--- src/logic/offset_gain_trim_regs.vh ---
/*
  Register indices, field positions, reset values and bus constants for the
  offset and gain trim bank. Assumes it is included by name, once per file.
*/
`ifndef OFFSET_GAIN_TRIM_REGS_VH
`define OFFSET_GAIN_TRIM_REGS_VH

// Register indices; the byte address on the bus is four times the index.
`define IDX_OFFSET_CORE_B    10'h34e
`define IDX_GAIN_A0_DUAL     10'h350
`define IDX_GAIN_A1_DUAL     10'h351
`define IDX_GAIN_B0_DUAL     10'h352
`define IDX_GAIN_B1_DUAL     10'h353
`define IDX_GAIN_A0_SINGLE   10'h354
`define IDX_TRIM_CTRL        10'h360

// Field positions.
`define OFFSET_MSB           11
`define GAIN_MSB             4
`define CTRL_FG_CAL_BIT      0
`define CTRL_SINGLE_BIT      1
`define CTRL_FUSE_DONE_BIT   8

// Reset values.
`define OFFSET_RESET         16'h0000
`define GAIN_RESET           8'h00
`define CTRL_RESET           2'h0

// Bus constants.
`define HTRANS_NONSEQ_BIT    1

`endif
--- src/logic/offset_gain_trim_bank.v ---
/*
  Calibration trim register bank for a dual-core sampling converter, with an
  AHB-Lite slave for software and trim outputs toward the converter datapath.
  Assumes fuse data, samples and mode inputs come from logic on hclk.
*/
// Overview of operation
// - Add offset to core B input B samples
// - One offset copy serves both channel modes
// - Offset loads from fuses, writable, reserved RW
// - Four dual-mode 5-bit fine-gain trims applied
// - Single mode takes core A bank0 own register
// - Gain trims RW, reset zero, fuse default
`timescale 1ns/1ps
`include "offset_gain_trim_regs.vh"

module offset_gain_trim_bank #(
  parameter SAMPLE_W = 12
) (
  // Clock and reset
  input  wire                hclk,
  input  wire                hresetn,
  // AHB-Lite slave
  input  wire                hsel,
  input  wire [31:0]         haddr,
  input  wire [1:0]          htrans,
  input  wire                hwrite,
  input  wire [2:0]          hsize,
  input  wire [31:0]         hwdata,
  input  wire                hready,
  output reg  [31:0]         hrdata,
  output reg                 hreadyout,
  output reg                 hresp,
  // Factory fuse defaults
  input  wire                fuse_valid,
  input  wire [15:0]         fuse_offset,
  input  wire [39:0]         fuse_gain,
  // Core B samples of either input
  input  wire                sample_valid,
  input  wire                sample_input_b,
  input  wire [SAMPLE_W-1:0] sample_in,
  output reg                 corr_valid_r,
  output reg  [SAMPLE_W-1:0] corr_sample_r,
  // Single-mode trims held outside this bank
  input  wire [14:0]         single_gain_other,
  // Gain trims toward the datapath
  output reg  [4:0]          gain_a0_r,
  output reg  [4:0]          gain_a1_r,
  output reg  [4:0]          gain_b0_r,
  output reg  [4:0]          gain_b1_r
);

  reg  [15:0] second_core_second_input_offset;
  reg  [7:0]  first_core_bank0_gain_trim;
  reg  [7:0]  first_core_bank1_gain_trim;
  reg  [7:0]  second_core_bank0_gain_trim;
  reg  [7:0]  second_core_bank1_gain_trim;
  reg  [7:0]  first_core_bank0_single_gain_reg;
  // The control word is a local addition: bit 0 enables calibration, bit 1 picks single mode.
  reg  [1:0]  ctrl_r;
  reg         fuse_done_r;
  reg         wr_pend_r;
  reg  [9:0]  wr_idx_r;

  reg  [15:0] offset_nxt;
  reg  [7:0]  ga0_nxt;
  reg  [7:0]  ga1_nxt;
  reg  [7:0]  gb0_nxt;
  reg  [7:0]  gb1_nxt;
  reg  [7:0]  gs0_nxt;
  reg  [1:0]  ctrl_nxt;
  reg  [31:0] rd_nxt;

  wire        fuse_load = fuse_valid & ~fuse_done_r;
  // Only the word index is decoded, so address bits above 11 alias; hsize is
  // not checked because every register is one whole word.
  wire        addr_ok   = hsel & hready & htrans[`HTRANS_NONSEQ_BIT];
  wire [9:0]  addr_idx  = haddr[11:2];
  wire        fg_cal_en = ctrl_r[`CTRL_FG_CAL_BIT];
  wire        single_md = ctrl_r[`CTRL_SINGLE_BIT];

  always @* begin
    offset_nxt = second_core_second_input_offset;
    ga0_nxt    = first_core_bank0_gain_trim;
    ga1_nxt    = first_core_bank1_gain_trim;
    gb0_nxt    = second_core_bank0_gain_trim;
    gb1_nxt    = second_core_bank1_gain_trim;
    gs0_nxt    = first_core_bank0_single_gain_reg;
    ctrl_nxt   = ctrl_r;
    if (fuse_load) begin
      offset_nxt = fuse_offset;
      ga0_nxt    = fuse_gain[7:0];
      ga1_nxt    = fuse_gain[15:8];
      gb0_nxt    = fuse_gain[23:16];
      gb1_nxt    = fuse_gain[31:24];
      gs0_nxt    = fuse_gain[39:32];
    end
    // Software writes land after the fuse load so a user trim written in the same cycle wins over it.
    if (wr_pend_r) begin
      case (wr_idx_r)
        `IDX_OFFSET_CORE_B:  offset_nxt = hwdata[15:0];
        `IDX_GAIN_A0_DUAL:   ga0_nxt = hwdata[7:0];
        `IDX_GAIN_A1_DUAL:   ga1_nxt = hwdata[7:0];
        `IDX_GAIN_B0_DUAL:   gb0_nxt = hwdata[7:0];
        `IDX_GAIN_B1_DUAL:   gb1_nxt = hwdata[7:0];
        `IDX_GAIN_A0_SINGLE: gs0_nxt = hwdata[7:0];
        `IDX_TRIM_CTRL:      ctrl_nxt = hwdata[1:0];
        default: ;
      endcase
    end
  end

  // Reads see the value being written in the same cycle, so a read right
  // behind a write to the same register returns the new value.
  always @* begin
    // Unmapped words and the bits above each register read as zero.
    rd_nxt = 32'h0000_0000;
    case (addr_idx)
      `IDX_OFFSET_CORE_B:  rd_nxt[15:0] = offset_nxt;
      `IDX_GAIN_A0_DUAL:   rd_nxt[7:0]  = ga0_nxt;
      `IDX_GAIN_A1_DUAL:   rd_nxt[7:0]  = ga1_nxt;
      `IDX_GAIN_B0_DUAL:   rd_nxt[7:0]  = gb0_nxt;
      `IDX_GAIN_B1_DUAL:   rd_nxt[7:0]  = gb1_nxt;
      `IDX_GAIN_A0_SINGLE: rd_nxt[7:0]  = gs0_nxt;
      `IDX_TRIM_CTRL: begin
        rd_nxt[1:0]                 = ctrl_nxt;
        rd_nxt[`CTRL_FUSE_DONE_BIT] = fuse_done_r | fuse_load;
      end
      default: rd_nxt = 32'h0000_0000;
    endcase
  end

  always @(posedge hclk or negedge hresetn) begin
    if (!hresetn) begin
      second_core_second_input_offset  <= `OFFSET_RESET;
      first_core_bank0_gain_trim       <= `GAIN_RESET;
      first_core_bank1_gain_trim       <= `GAIN_RESET;
      second_core_bank0_gain_trim      <= `GAIN_RESET;
      second_core_bank1_gain_trim      <= `GAIN_RESET;
      first_core_bank0_single_gain_reg <= `GAIN_RESET;
      ctrl_r      <= `CTRL_RESET;
      fuse_done_r <= 1'b0;
      wr_pend_r   <= 1'b0;
      wr_idx_r    <= 10'h000;
      hrdata      <= 32'h0000_0000;
      hreadyout   <= 1'b0;
      hresp       <= 1'b0;
    end else begin
      second_core_second_input_offset  <= offset_nxt;
      first_core_bank0_gain_trim       <= ga0_nxt;
      first_core_bank1_gain_trim       <= ga1_nxt;
      second_core_bank0_gain_trim      <= gb0_nxt;
      second_core_bank1_gain_trim      <= gb1_nxt;
      first_core_bank0_single_gain_reg <= gs0_nxt;
      ctrl_r      <= ctrl_nxt;
      // The fuse load is taken once per reset, so a later strobe cannot
      // overwrite a trim that software has already written.
      fuse_done_r <= fuse_done_r | fuse_valid;
      // The write waits for its data phase, when hwdata is valid.
      wr_pend_r   <= addr_ok & hwrite;
      wr_idx_r    <= addr_idx;
      // No wait states: every transfer ends in its data phase with OKAY.
      hreadyout   <= 1'b1;
      hresp       <= 1'b0;
      if (addr_ok && !hwrite) begin
        hrdata <= rd_nxt;
      end
    end
  end

  // Datapath side: samples are registered once, which costs one cycle of
  // latency but keeps every output straight from a flip-flop.
  wire signed [SAMPLE_W:0] sum_w = $signed({sample_in[SAMPLE_W-1], sample_in})
                                 + $signed({{(SAMPLE_W-11){second_core_second_input_offset[11]}},
                                            second_core_second_input_offset[`OFFSET_MSB:0]});
  // Clipping keeps a large offset from wrapping a full-scale sample around.
  wire [SAMPLE_W-1:0] max_w = {1'b0, {(SAMPLE_W-1){1'b1}}};
  wire [SAMPLE_W-1:0] min_w = {1'b1, {(SAMPLE_W-1){1'b0}}};

  always @(posedge hclk or negedge hresetn) begin
    if (!hresetn) begin
      corr_valid_r  <= 1'b0;
      corr_sample_r <= {SAMPLE_W{1'b0}};
      gain_a0_r     <= 5'h00;
      gain_a1_r     <= 5'h00;
      gain_b0_r     <= 5'h00;
      gain_b1_r     <= 5'h00;
    end else begin
      corr_valid_r <= sample_valid;
      if (fg_cal_en && sample_input_b) begin
        if (sum_w[SAMPLE_W] != sum_w[SAMPLE_W-1]) begin
          corr_sample_r <= sum_w[SAMPLE_W] ? min_w : max_w;
        end else begin
          corr_sample_r <= sum_w[SAMPLE_W-1:0];
        end
      end else begin
        corr_sample_r <= sample_in;
      end
      if (single_md) begin
        gain_a0_r <= first_core_bank0_single_gain_reg[`GAIN_MSB:0];
        gain_a1_r <= single_gain_other[4:0];
        gain_b0_r <= single_gain_other[9:5];
        gain_b1_r <= single_gain_other[14:10];
      end else begin
        gain_a0_r <= first_core_bank0_gain_trim[`GAIN_MSB:0];
        gain_a1_r <= first_core_bank1_gain_trim[`GAIN_MSB:0];
        gain_b0_r <= second_core_bank0_gain_trim[`GAIN_MSB:0];
        gain_b1_r <= second_core_bank1_gain_trim[`GAIN_MSB:0];
      end
    end
  end

endmodule // offset_gain_trim_bank

--- config.mk ---
export PLATFORM = sky130hd
export DESIGN_NAME = offset_gain_trim_bank
export DESIGN_NICKNAME = d
export VERILOG_FILES = /design/src/logic/offset_gain_trim_bank.v
export VERILOG_INCLUDE_DIRS = /design/src /design/src/logic
export SDC_FILE = /design/constraint.sdc
export NUM_CORES = 1
export LEC_CHECK = 0
export BUFFER_PORTS_ARGS = -buffer_cell sky130_fd_sc_hd__buf_2
export CAP_MARGIN = 20
export CORE_UTILIZATION = 54
export CTS_CLUSTER_DIAMETER = 40
export DETAILED_ROUTE_END_ITERATION = 7
export PLACE_DENSITY = 0.86
export REMOVE_ABC_BUFFERS = 1
export SYNTH_ARGS = -nofsm -noshare
export SYNTH_HDL_FRONTEND = slang
export SYNTH_SLANG_ARGS = --single-unit
--- constraint.sdc ---
create_clock -name hclk -period 6.8 [get_ports hclk]
set_input_delay 0.68 -clock hclk [delete_from_list [all_inputs] [get_ports hclk]]
set_output_delay 0.68 -clock hclk [all_outputs]
set_load 0.03 [all_outputs]
==> out/metrics.csv, run 1 <==
stage,metric,value,unit
drt,routedWlPerCell,17.65,um
synth,synthTopCellsByCount,"dfrtp_1, nand2_1, mux2i_1, nor2_1, a21oi_1",
timing,hold_viol,0,
synth,yosys.area.top_type_share,48.87,%
worst_setup_path,crit_top_cell,a21oi_1,
place,dpl.hpwl,11640,um
clocking,cts.reportedPaths.clkPinSlew,0.05,ns
timing,rsz0062_at_grt,false,
cells_and_area,top_regs,"hrdata: 16 flops, second_core_second_input_offset: 16 flops, corr_sample_r: 12 flops",
worst_setup_path,cp_top_family,compound AO/OA/AOI/OAI gates,
clocking,clockBufferDepth,2,
drt,first_pass_iters,6,
worst_setup_path,crit_path_end_kind,flip-flop,
synth,async_flop_share,100.0,%
worst_setup_path,cp_max_fo,9,
timing,fin_crit,2.810,ns
synth,synth_area_leaders,"dfrtp_1, mux2i_1, nand2_1",
worst_setup_path,cpPeakStageDelay,0.39,ns
worst_setup_path,critPathKind,flip-flop to flip-flop,
synth,synth_largest_area_cell,dfrtp_1,
clocking,cts_tree,yes,
synth,synth_flop_cell,dfrtp_1,
grt,grt_pass1_wl,25880,um
timing,worstMarginPinSlew,1.021,ns
timing,fmax,0.3558,GHz
worst_setup_path,worst_ep_required_time,7.11,ns
timing,relSlewSlack,31.93,%
floorplanning,ios,227,
grt,overflow,0,
synth,synth_cell_types,61,
synth,synth-seq-cells,120,
clocking,cts-root-buf,clkbuf_16,
power,p_per_area,273.0,nW/um^2
timing,fin_skew,0.009001,ns
timing,min_period_over_period,41.33,%
drt,vias,5257,
worst_setup_path,slowest_stage,fa_1,
clocking,clk_latency,0.40,ns
cells_and_area,drive_above_1_share,30.84,%
clocking,post_cts_resized,0,
run,cap_violations,0,
cells_and_area,antenna_cells,0,
timing,setup_violations,0,
synth,synth.most_common_cell,dfrtp_1,
place,gp_congestion,0.9660,
synth,yosysWarningCount,0,
place,portBuffers,167,
clocking,cts_buffers,17,
clocking,cts_max_level,4,
floorplanning,die_h,108.7,um
clocking,post_cts_buffers,0,
synth,synth_cells,609,
grt,grt.total_usage,29.07,%
worst_setup_path,critPathLaunchType,flip-flop,
worst_setup_path,rrSetupSlack,3.99,ns
grt,grt_max_degree,90,
timing,finalMaxSlewViolations,0,
floorplanning,die_w,108.7,um
synth,netlist_area,6145,um^2
cells_and_area,syn2layout_area_growth,25.43,%
grt,first_global_vias,5345,
synth,synth_edf_count,0,
clocking,holdBufCountCts,0,
worst_setup_path,arrival,3.12,ns
min_path,hold_path_class,input pin to asynchronous set/reset pin,
drt,drt-initial-drc-count,373,
synth,synth-seq-area-share,48.87,%
timing,setup_total_negative_slack,0,ns
power,ir_worst_vdd,0.1513,mV
worst_setup_path,crit_buf_inv,1,
drt,wl,16380,um
floorplanning,fp.coreArea,10980,um^2
worst_setup_path,path_cells,ha_1 > inv_1 > fa_1 > nand2b_1 > a21oi_1 > o211ai_1 > a21oi_1 > o22a_1 > o21bai_2 > o21ai_0,
synth,synth.avg_cell_area,10.09,um^2
drt,drtAntennaViolNets,0,
floorplanning,die_area,11810,um^2
cells_and_area,nNetsFinal,948,
floorplanning,start_util,55.95,%
place,placedCellCount,895,
clocking,clock_sinks,120,
drt,drcViolationCount,0,
grt,antenna_found_initial,0,
run_status,status,"finished, final reports clean",
cells_and_area,instances_no_fill,928,
drt,vias_per_cell,5.665,
floorplanning,rows,38,
power,p_leak,0.004088,uW
[metrics by stage]
step                setup WS [ns]  hold WS (ns)  utilization [%]  instance area [um^2]  power (uW)
floorplan                   3.129        0.3844                -                  5968        1025
global placement            3.644        0.4508            64.08                  7038        1132
detailed placement          3.613        0.4532            64.15                  7046        1146
CTS                         4.003        0.2154            69.92                  7680        2105
global route                3.731        0.2342            70.18                  7707        2186
finish                      3.990        0.2087            70.18                  7707        2104
[per-layer routing]
layer / global-route usage, % / routed length, um / part of all wire, % / vias to the layer above
met2: 49.50 / 8267 / 50 / 237
met5: 0 / 0 / 0 / -
met4: 10.23 / 228 / 1.4 / 0
li1: - / - / - / 2439
met3: 6.336 / 1128 / 6.9 / 24
met1: 36.46 / 6755 / 41 / 2557
[area by class of cell]
cell class | count | area [um^2]
clock buffers | 25 | 495.5
clock inverters | 7 | 138.9
repair buffers | 174 | 910.9
multi-input cells | 443 | 2913
flip-flops and latches | 120 | 3003
inverters | 19 | 71.32
fillers | 812 | 3276
well taps | 140 | 175.2
[logic make-up after synthesis]
family	Yosys count	synth area share, %
and+or+nand+nor	198	15.86
AOI/OAI and AO/OA	126	12.65
muxes	81	13.68
DFF	120	48.87
xor gates and xnor gates	6	0.8552
other	2	0.1222
adders and majority gates	14	2.952
buffers and inverters	62	5.009
[report_power, final]
group | switching [uW] | internal, uW | leakage (uW) | total (uW)
clock | 312 | 653 | 0.000311 | 964
sequential | 27.6 | 775 | 0.00146 | 803
combinational | 206 | 132 | 0.00231 | 338
[cells in the final DEF (no fill, tap or decap), drive strengths merged, types with 2 or more instances in the layout]
master / n
nand3: 11
nand2: 87
nor4: 6
o21a: 7
conb: 18
nor2: 57
ha: 12
nor3: 2
a21oi: 42
dfrtp: 120
o21ai: 42
bufinv: 4
clkbuf: 25
buf: 174
clkinv: 3
a22o: 6
o2111a: 2
o2bb2ai: 6
a21o: 4
o211ai: 2
a22oi: 3
nor4bb: 8
a222oi: 2
or4: 3
a211oi: 2
mux2i: 57
or2: 2
and2: 2
nand4bb: 2
inv: 19
xor2: 2
nand2b: 8
mux2: 24
xnor2: 4
[path summary, 6_finish.rpt]
path / start / to / depth (start not counted)
max reg2reg: second_core_second_input_offset[0]$_DFF_PN0_ / corr_sample_r[0]$_DFF_PN0_ / 10
min reg2reg: hrdata[10]$_DFFE_PN0P_ / hrdata[10]$_DFFE_PN0P_ / 2
max: second_core_second_input_offset[0]$_DFF_PN0_ / corr_sample_r[0]$_DFF_PN0_ / 10
min in group hclk: sample_valid / corr_valid_r$_DFF_PN0_ / 1
max in group asynchronous: hresetn / first_core_bank0_single_gain_reg[6]$_DFF_PN0_ / 3
min: hresetn / corr_sample_r[4]$_DFF_PN0_ / 1
Note: power is estimated with default switching activity, not from simulation.
==> run 2, diff against run 1 <==
- CORE_UTILIZATION: 54 -> 50
- PLACE_DENSITY: 0.86 -> 0.81
- clock period: 6.8 -> 2.6 ns (I/O delays scaled with it)
==> run 2 against run 1 <==
Effect of this change:
- die area grew 7.9%
- design area grew 4.5%
- clock power grew 130%
- combinational power grew to 2.9 times the previous value
- global-route usage shrank 1.9 points
- maximum frequency grew 12%
- flip-flop and latch count is the same
- hold slack lost 0.14 ns
- critical path type unchanged
==> out/metrics.csv, run 2 (synthesis gave the netlist of run 1 again) <==
stage,metric,value,unit
cells_and_area,nNetsFinal,987,
worst_setup_path,arrival,2.80,ns
drt,drtAntennaViolNets,0,
clocking,clock_sinks,120,
timing,setup_violations,0,
run_status,status,"finished, final reports clean",
timing,fmax,0.3993,GHz
worst_setup_path,crit_path_end_kind,flip-flop,
clocking,cts_max_level,4,
clocking,clk_latency,0.42,ns
power,power.switching,1472,uW
run,cap_violations,0,
worst_setup_path,r2r-start,second_core_second_input_offset[1]$_DFF_PN0_,
power,p_seq_share,39.2,%
worst_setup_path,critPathLaunchType,flip-flop,
timing,hold_viol,0,
timing,setup_total_negative_slack,0,ns
drt,first_pass_iters,5,
cells_and_area,design_area,8055,um^2
clocking,cts_buffers,17,
drt,routedWlPerCell,17.12,um
cells_and_area,drive_above_1_share,34.26,%
grt,antenna_found_initial,1,
floorplanning,ios,227,
clocking,clockBufferDepth,2,
power,combPwrFrac,18.6,%
cells_and_area,layout_common_cells,"buf_2, dfrtp_1, nand2_1",
grt,grt.total_usage,27.15,%
power,ir_worst_vdd,0.4631,mV
cells_and_area,mostFrequentLayoutCell,buf_2,
worst_setup_path,startpoint,second_core_second_input_offset[1]$_DFF_PN0_,
drt,vias_per_cell,5.558,
power,clockPowerShare,42.2,%
floorplanning,die_w,112.9,um
timing,fin_skew,0.008532,ns
timing,fin_crit,2.504,ns
place,placedCellCount,928,
drt,drcViolationCount,0,
place,portBuffers,167,
grt,first_global_vias,5455,
power,switching_share,27.52,%
floorplanning,die_area,12740,um^2
grt,overflow,0,
clocking,cts-root-buf,clkbuf_16,
place,dpl.hpwl,12100,um
cells_and_area,top_regs,"hrdata: 16 flops, second_core_second_input_offset: 16 flops, corr_sample_r: 12 flops",
worst_setup_path,worst_ep_required_time,2.90,ns
power,p_leak,0.004235,uW
floorplanning,die_h,112.9,um
timing,min_period_over_period,96.32,%
timing,timing.hold.ws,0.06657,ns
min_path,hold_path_class,input pin to flip-flop,
cells_and_area,instances_no_fill,973,
place,gp_congestion,0.9136,
clocking,cts_tree,yes,
timing,worstMarginPinSlew,0.8785,ns
drt,vias,5408,
power,p_total,5349,uW
power,internal_power,3877,uW
clocking,cts.reportedPaths.clkPinSlew,0.06,ns
place,place_area,7274,um^2
grt,grt_pass1_wl,26500,um
power,p_per_area,664.0,nW/um^2
cells_and_area,syn2layout_area_growth,31.09,%
grt,grt_max_degree,47,
floorplanning,rows,40,
drt,drt-initial-drc-count,371,
cells_and_area,antenna_cells,0,
drt,wl,16660,um
worst_setup_path,critPathKind,flip-flop to flip-flop,
timing,relSlewSlack,41.43,%
floorplanning,start_util,51.16,%
min_path,hp-start,sample_in[10],
worst_setup_path,cp_max_fo,4,
floorplanning,fp.coreArea,12010,um^2
timing,finalMaxSlewViolations,0,
[run 2: changes by cell type in the layout (fill, tap and decap cells not counted), sizes merged]
| cell | change |
|---|---|
| bufinv | -2 |
| clkinvlp | +4 |
| dlygate4sd3 | +12 |
| clkbuf | -6 |
| buf | +27 |
| inv | +1 |
| clkinv | +2 |
[run 2: path summary, 6_finish.rpt]
check / cells after the start / slack [ns] / endpoint
max in group asynchronous: 3 / 1.49 / gain_b1_r[1]$_DFF_PN0_
setup reg to reg: 7 / 0.1 / corr_sample_r[1]$_DFF_PN0_
hold / removal: 3 / 0.07 / corr_sample_r[10]$_DFF_PN0_
setup / recovery: 7 / 0.1 / corr_sample_r[1]$_DFF_PN0_
hold reg to reg: 2 / 0.47 / hrdata[15]$_DFFE_PN0P_
min in group asynchronous: 2 / 0.40 / corr_sample_r[1]$_DFF_PN0_
[run 2: layout make-up]
cell class / instances / area [um^2]
repair buffers: 213 / 1239
flip-flops and latches: 120 / 3003
multi-input cells: 443 / 2988
inverters: 19 / 71.32
clock inverters: 12 / 127.6
well taps: 147 / 183.9
fillers: 952 / 3956
clock buffers: 19 / 442.9
[run 2: layer usage]
metal | global-route usage (%) | wire length, um | up-vias
met1 | 33.33 | 7013 | 2633
li1 | - | - | 2517
met3 | 6.535 | 1129 | 39
met5 | 0 | 13 | -
met4 | 13.16 | 444 | 2
met2 | 45.19 | 8060 | 217
[run 2: power by group through the flow]
stage	logic [uW]	clock network (uW)	registers [uW]
2_1_floorplan	471	0	2210
5_1_grt	1080	2380	2120
3_3_place_gp	902	0	2120
4_1_cts	955	2290	2100
3_5_place_dp	930	0	2130
6_report	994	2260	2100
[run 2: worst max-delay path, cell delays in order, from the launching register on]
cell and delay, ns:
dfrtp_1 0.39, ha_1 0.31, a211oi_2 0.32, nor4_4 0.10
o21ai_0 0.17, or4b_4 0.53, maj3_2 0.32, mux2_2 0.25
[run 2: stage by stage]
step | utilization [%] | setup WS, ns
finish | 67.06 | 0.09570
global route | 67.06 | -0.01130
CTS | 66.35 | 0.002111
detailed placement | 60.56 | -0.05420
global placement | 60.56 | -0.04217
floorplan | - | -0.8189
[run 2: repair_timing]
action | in CTS | in global routing
buffers inserted | 0 | 2
hold buffers | 12 | 0
pin swaps | 1 | 3
resized for setup | 2 | 14
endpoints found under the hold margin | 54 | 0
setup endpoints to repair | 11 | 16
==> run 3, diff against run 2 <==
- REMOVE_ABC_BUFFERS: 1 -> unset
- SLEW_MARGIN: unset -> 20
==> run 3 against run 2 <==
Effect of this change:
- worst setup slack gained 0.0061 ns
- highest routed layer is now met4
- flip-flop and latch count did not move
- design area rose by 0.33%
- sequential power barely moved
- sequential share of layout area is 0.12 points lower
- core utilization up 0.22 points
==> out/metrics.csv, run 3 (synthesis gave the netlist of run 1 again) <==
stage,metric,value,unit
power,ir_worst_vdd,0.3225,mV
drt,vias_per_cell,5.565,
timing,fin_crit,2.498,ns
cells_and_area,drive_above_1_share,34.48,%
timing,fin_skew,0.01458,ns
min_path,hp-start,haddr[3],
place,dp_slack,-0.05656,ns
cells_and_area,syn2layout_area_growth,31.52,%
run_status,status,"finished, final reports clean",
cells_and_area,antenna_cells,0,
clocking,clockBufferDepth,2,
place,dpl.hpwl,11800,um
cells_and_area,mostFrequentLayoutCell,buf_2,
timing,hold_viol,0,
drt,drtAntennaViolNets,0,
grt,antenna_found_initial,0,
drt,drcViolationCount,0,
worst_setup_path,critPathLaunchType,flip-flop,
worst_setup_path,crit_path_end_kind,flip-flop,
worst_setup_path,worst_ep_required_time,2.88,ns
floorplanning,die_h,112.9,um
clocking,cts_buffers,17,
floorplanning,die_w,112.9,um
drt,wl,16690,um
clocking,cts_tree,yes,
drt,vias,5337,
timing,relSlewSlack,47.20,%
floorplanning,start_util,51.16,%
worst_setup_path,critPathKind,flip-flop to flip-flop,
grt,grt.total_usage,26.84,%
worst_setup_path,crit_buf_inv,1,
grt,first_global_vias,5369,
clocking,cts.reportedPaths.clkPinSlew,0.05,ns
floorplanning,ios,227,
worst_setup_path,arrival,2.78,ns
floorplanning,die_area,12740,um^2
worst_setup_path,slowest_stage,dfrtp_1,
clocking,clock_sinks,120,
drt,first_pass_iters,6,
worst_setup_path,rrSetupSlack,0.10,ns
timing,worstMarginPinSlew,0.7920,ns
min_path,hold_path_class,input pin to flip-flop,
cells_and_area,utilization,67.28,%
cells_and_area,top_regs,"hrdata: 16 flops, second_core_second_input_offset: 16 flops, corr_sample_r: 12 flops",
timing,setup_ws,0.1018,ns
place,portBuffers,167,
grt,grt_max_degree,62,
drt,routedWlPerCell,17.41,um
clocking,clk_latency,0.41,ns
clocking,cts_max_level,4,
worst_setup_path,path_cells,ha_4 > buf_4 > o211ai_1 > a21oi_2 > o211ai_1 > a21oi_2 > o22a_2 > maj3_2 > mux2_2,
power,p_leak,0.004215,uW
timing,min_period_over_period,96.08,%
drt,drt-initial-drc-count,399,
timing,fmax,0.4003,GHz
power,p_per_area,669.5,nW/um^2
floorplanning,fp.coreArea,12010,um^2
worst_setup_path,cpPeakStageDelay,0.45,ns
grt,overflow,0,
worst_setup_path,startpoint,second_core_second_input_offset[3]$_DFF_PN0_,
run,cap_violations,0,
worst_setup_path,cp_max_fo,5,
timing,setup_violations,0,
grt,grt_pass1_wl,26160,um
timing,finalMaxSlewViolations,0,
clocking,cts-root-buf,clkbuf_16,
worst_setup_path,cp_top_family,compound AO/OA/AOI/OAI gates,
worst_setup_path,r2r-start,second_core_second_input_offset[3]$_DFF_PN0_,
floorplanning,rows,40,
cells_and_area,layout_common_cells,"buf_2, dfrtp_1, nand2_1",
place,gp_congestion,0.8309,
cells_and_area,nNetsFinal,975,
run 3: path summary, 6_finish.rpt:
| path | to | cells past startpoint |
|---|---|---|
| setup / recovery | corr_sample_r[1]$_DFF_PN0_ | 9 |
| min in group asynchronous | corr_valid_r$_DFF_PN0_ | 2 |
| hold reg to reg | hrdata[9]$_DFFE_PN0P_ | 2 |
| hold / removal | wr_idx_r[1]$_DFF_PN0_ | 1 |
| setup reg to reg | corr_sample_r[1]$_DFF_PN0_ | 9 |
| max in group asynchronous | corr_sample_r[7]$_DFF_PN0_ | 3 |
run 3: metal layers:
metal	up-vias	routed length, um	GRT usage [%]
met5	-	0	0
met2	249	8411	46.79
met1	2567	6679	32.92
met3	34	1230	5.570
met4	0	373	10.09
li1	2487	-	-
run 3: report_power, final:
part | total, uW | internal (uW) | leakage, uW | switching, uW
Clock | 2310 | 1530 | 0.000287 | 777
Combinational | 997 | 419 | 0.00246 | 578
Sequential | 2100 | 2030 | 0.00146 | 76.3
run 3: area by class of cell:
type | instances | area, um^2
fill | 918 | 3930
multi-input combinational | 443 | 3077
sequential | 120 | 3003
timing repair buffer | 201 | 1164
clock buffer | 20 | 456.7
tap | 147 | 183.9
clock inverter | 9 | 126.4
inverter | 19 | 71.32
run 3: per-stage QoR:
step	total power, uW	hold WS (ns)	area (um^2)	instances	TNS (ns)
global placement	2989	0.3678	7254	922	0
CTS	5362	0.002537	7938	959	0
detailed placement	3022	0.3722	7254	922	-0.3581
floorplan	2705	-0.03559	6205	625	0
global route	5637	0.001591	8082	959	-0.005059
finish	5411	0.02106	8082	959	0
run 3: what timing repair did:
action / CTS / global route
hold buffers: 8 / 0
pin swaps: 0 / 7
gates cloned: 0 / 0
endpoints found under the setup margin: 9 / 19
hold endpoints to repair: 66 / 0
setup buffers: 0 / 0
resized for setup: 4 / 24
run 3: worst reg2reg max path, delay by kind of cell, from the launching register on:
| family | cells | cell delay, ns |
|---|---|---|
| flops | 1 | 0.45 |
| compound gates | 5 | 0.99 |
| buf+inv | 1 | 0.14 |
| mux | 1 | 0.26 |
| fa+ha+maj | 2 | 0.54 |
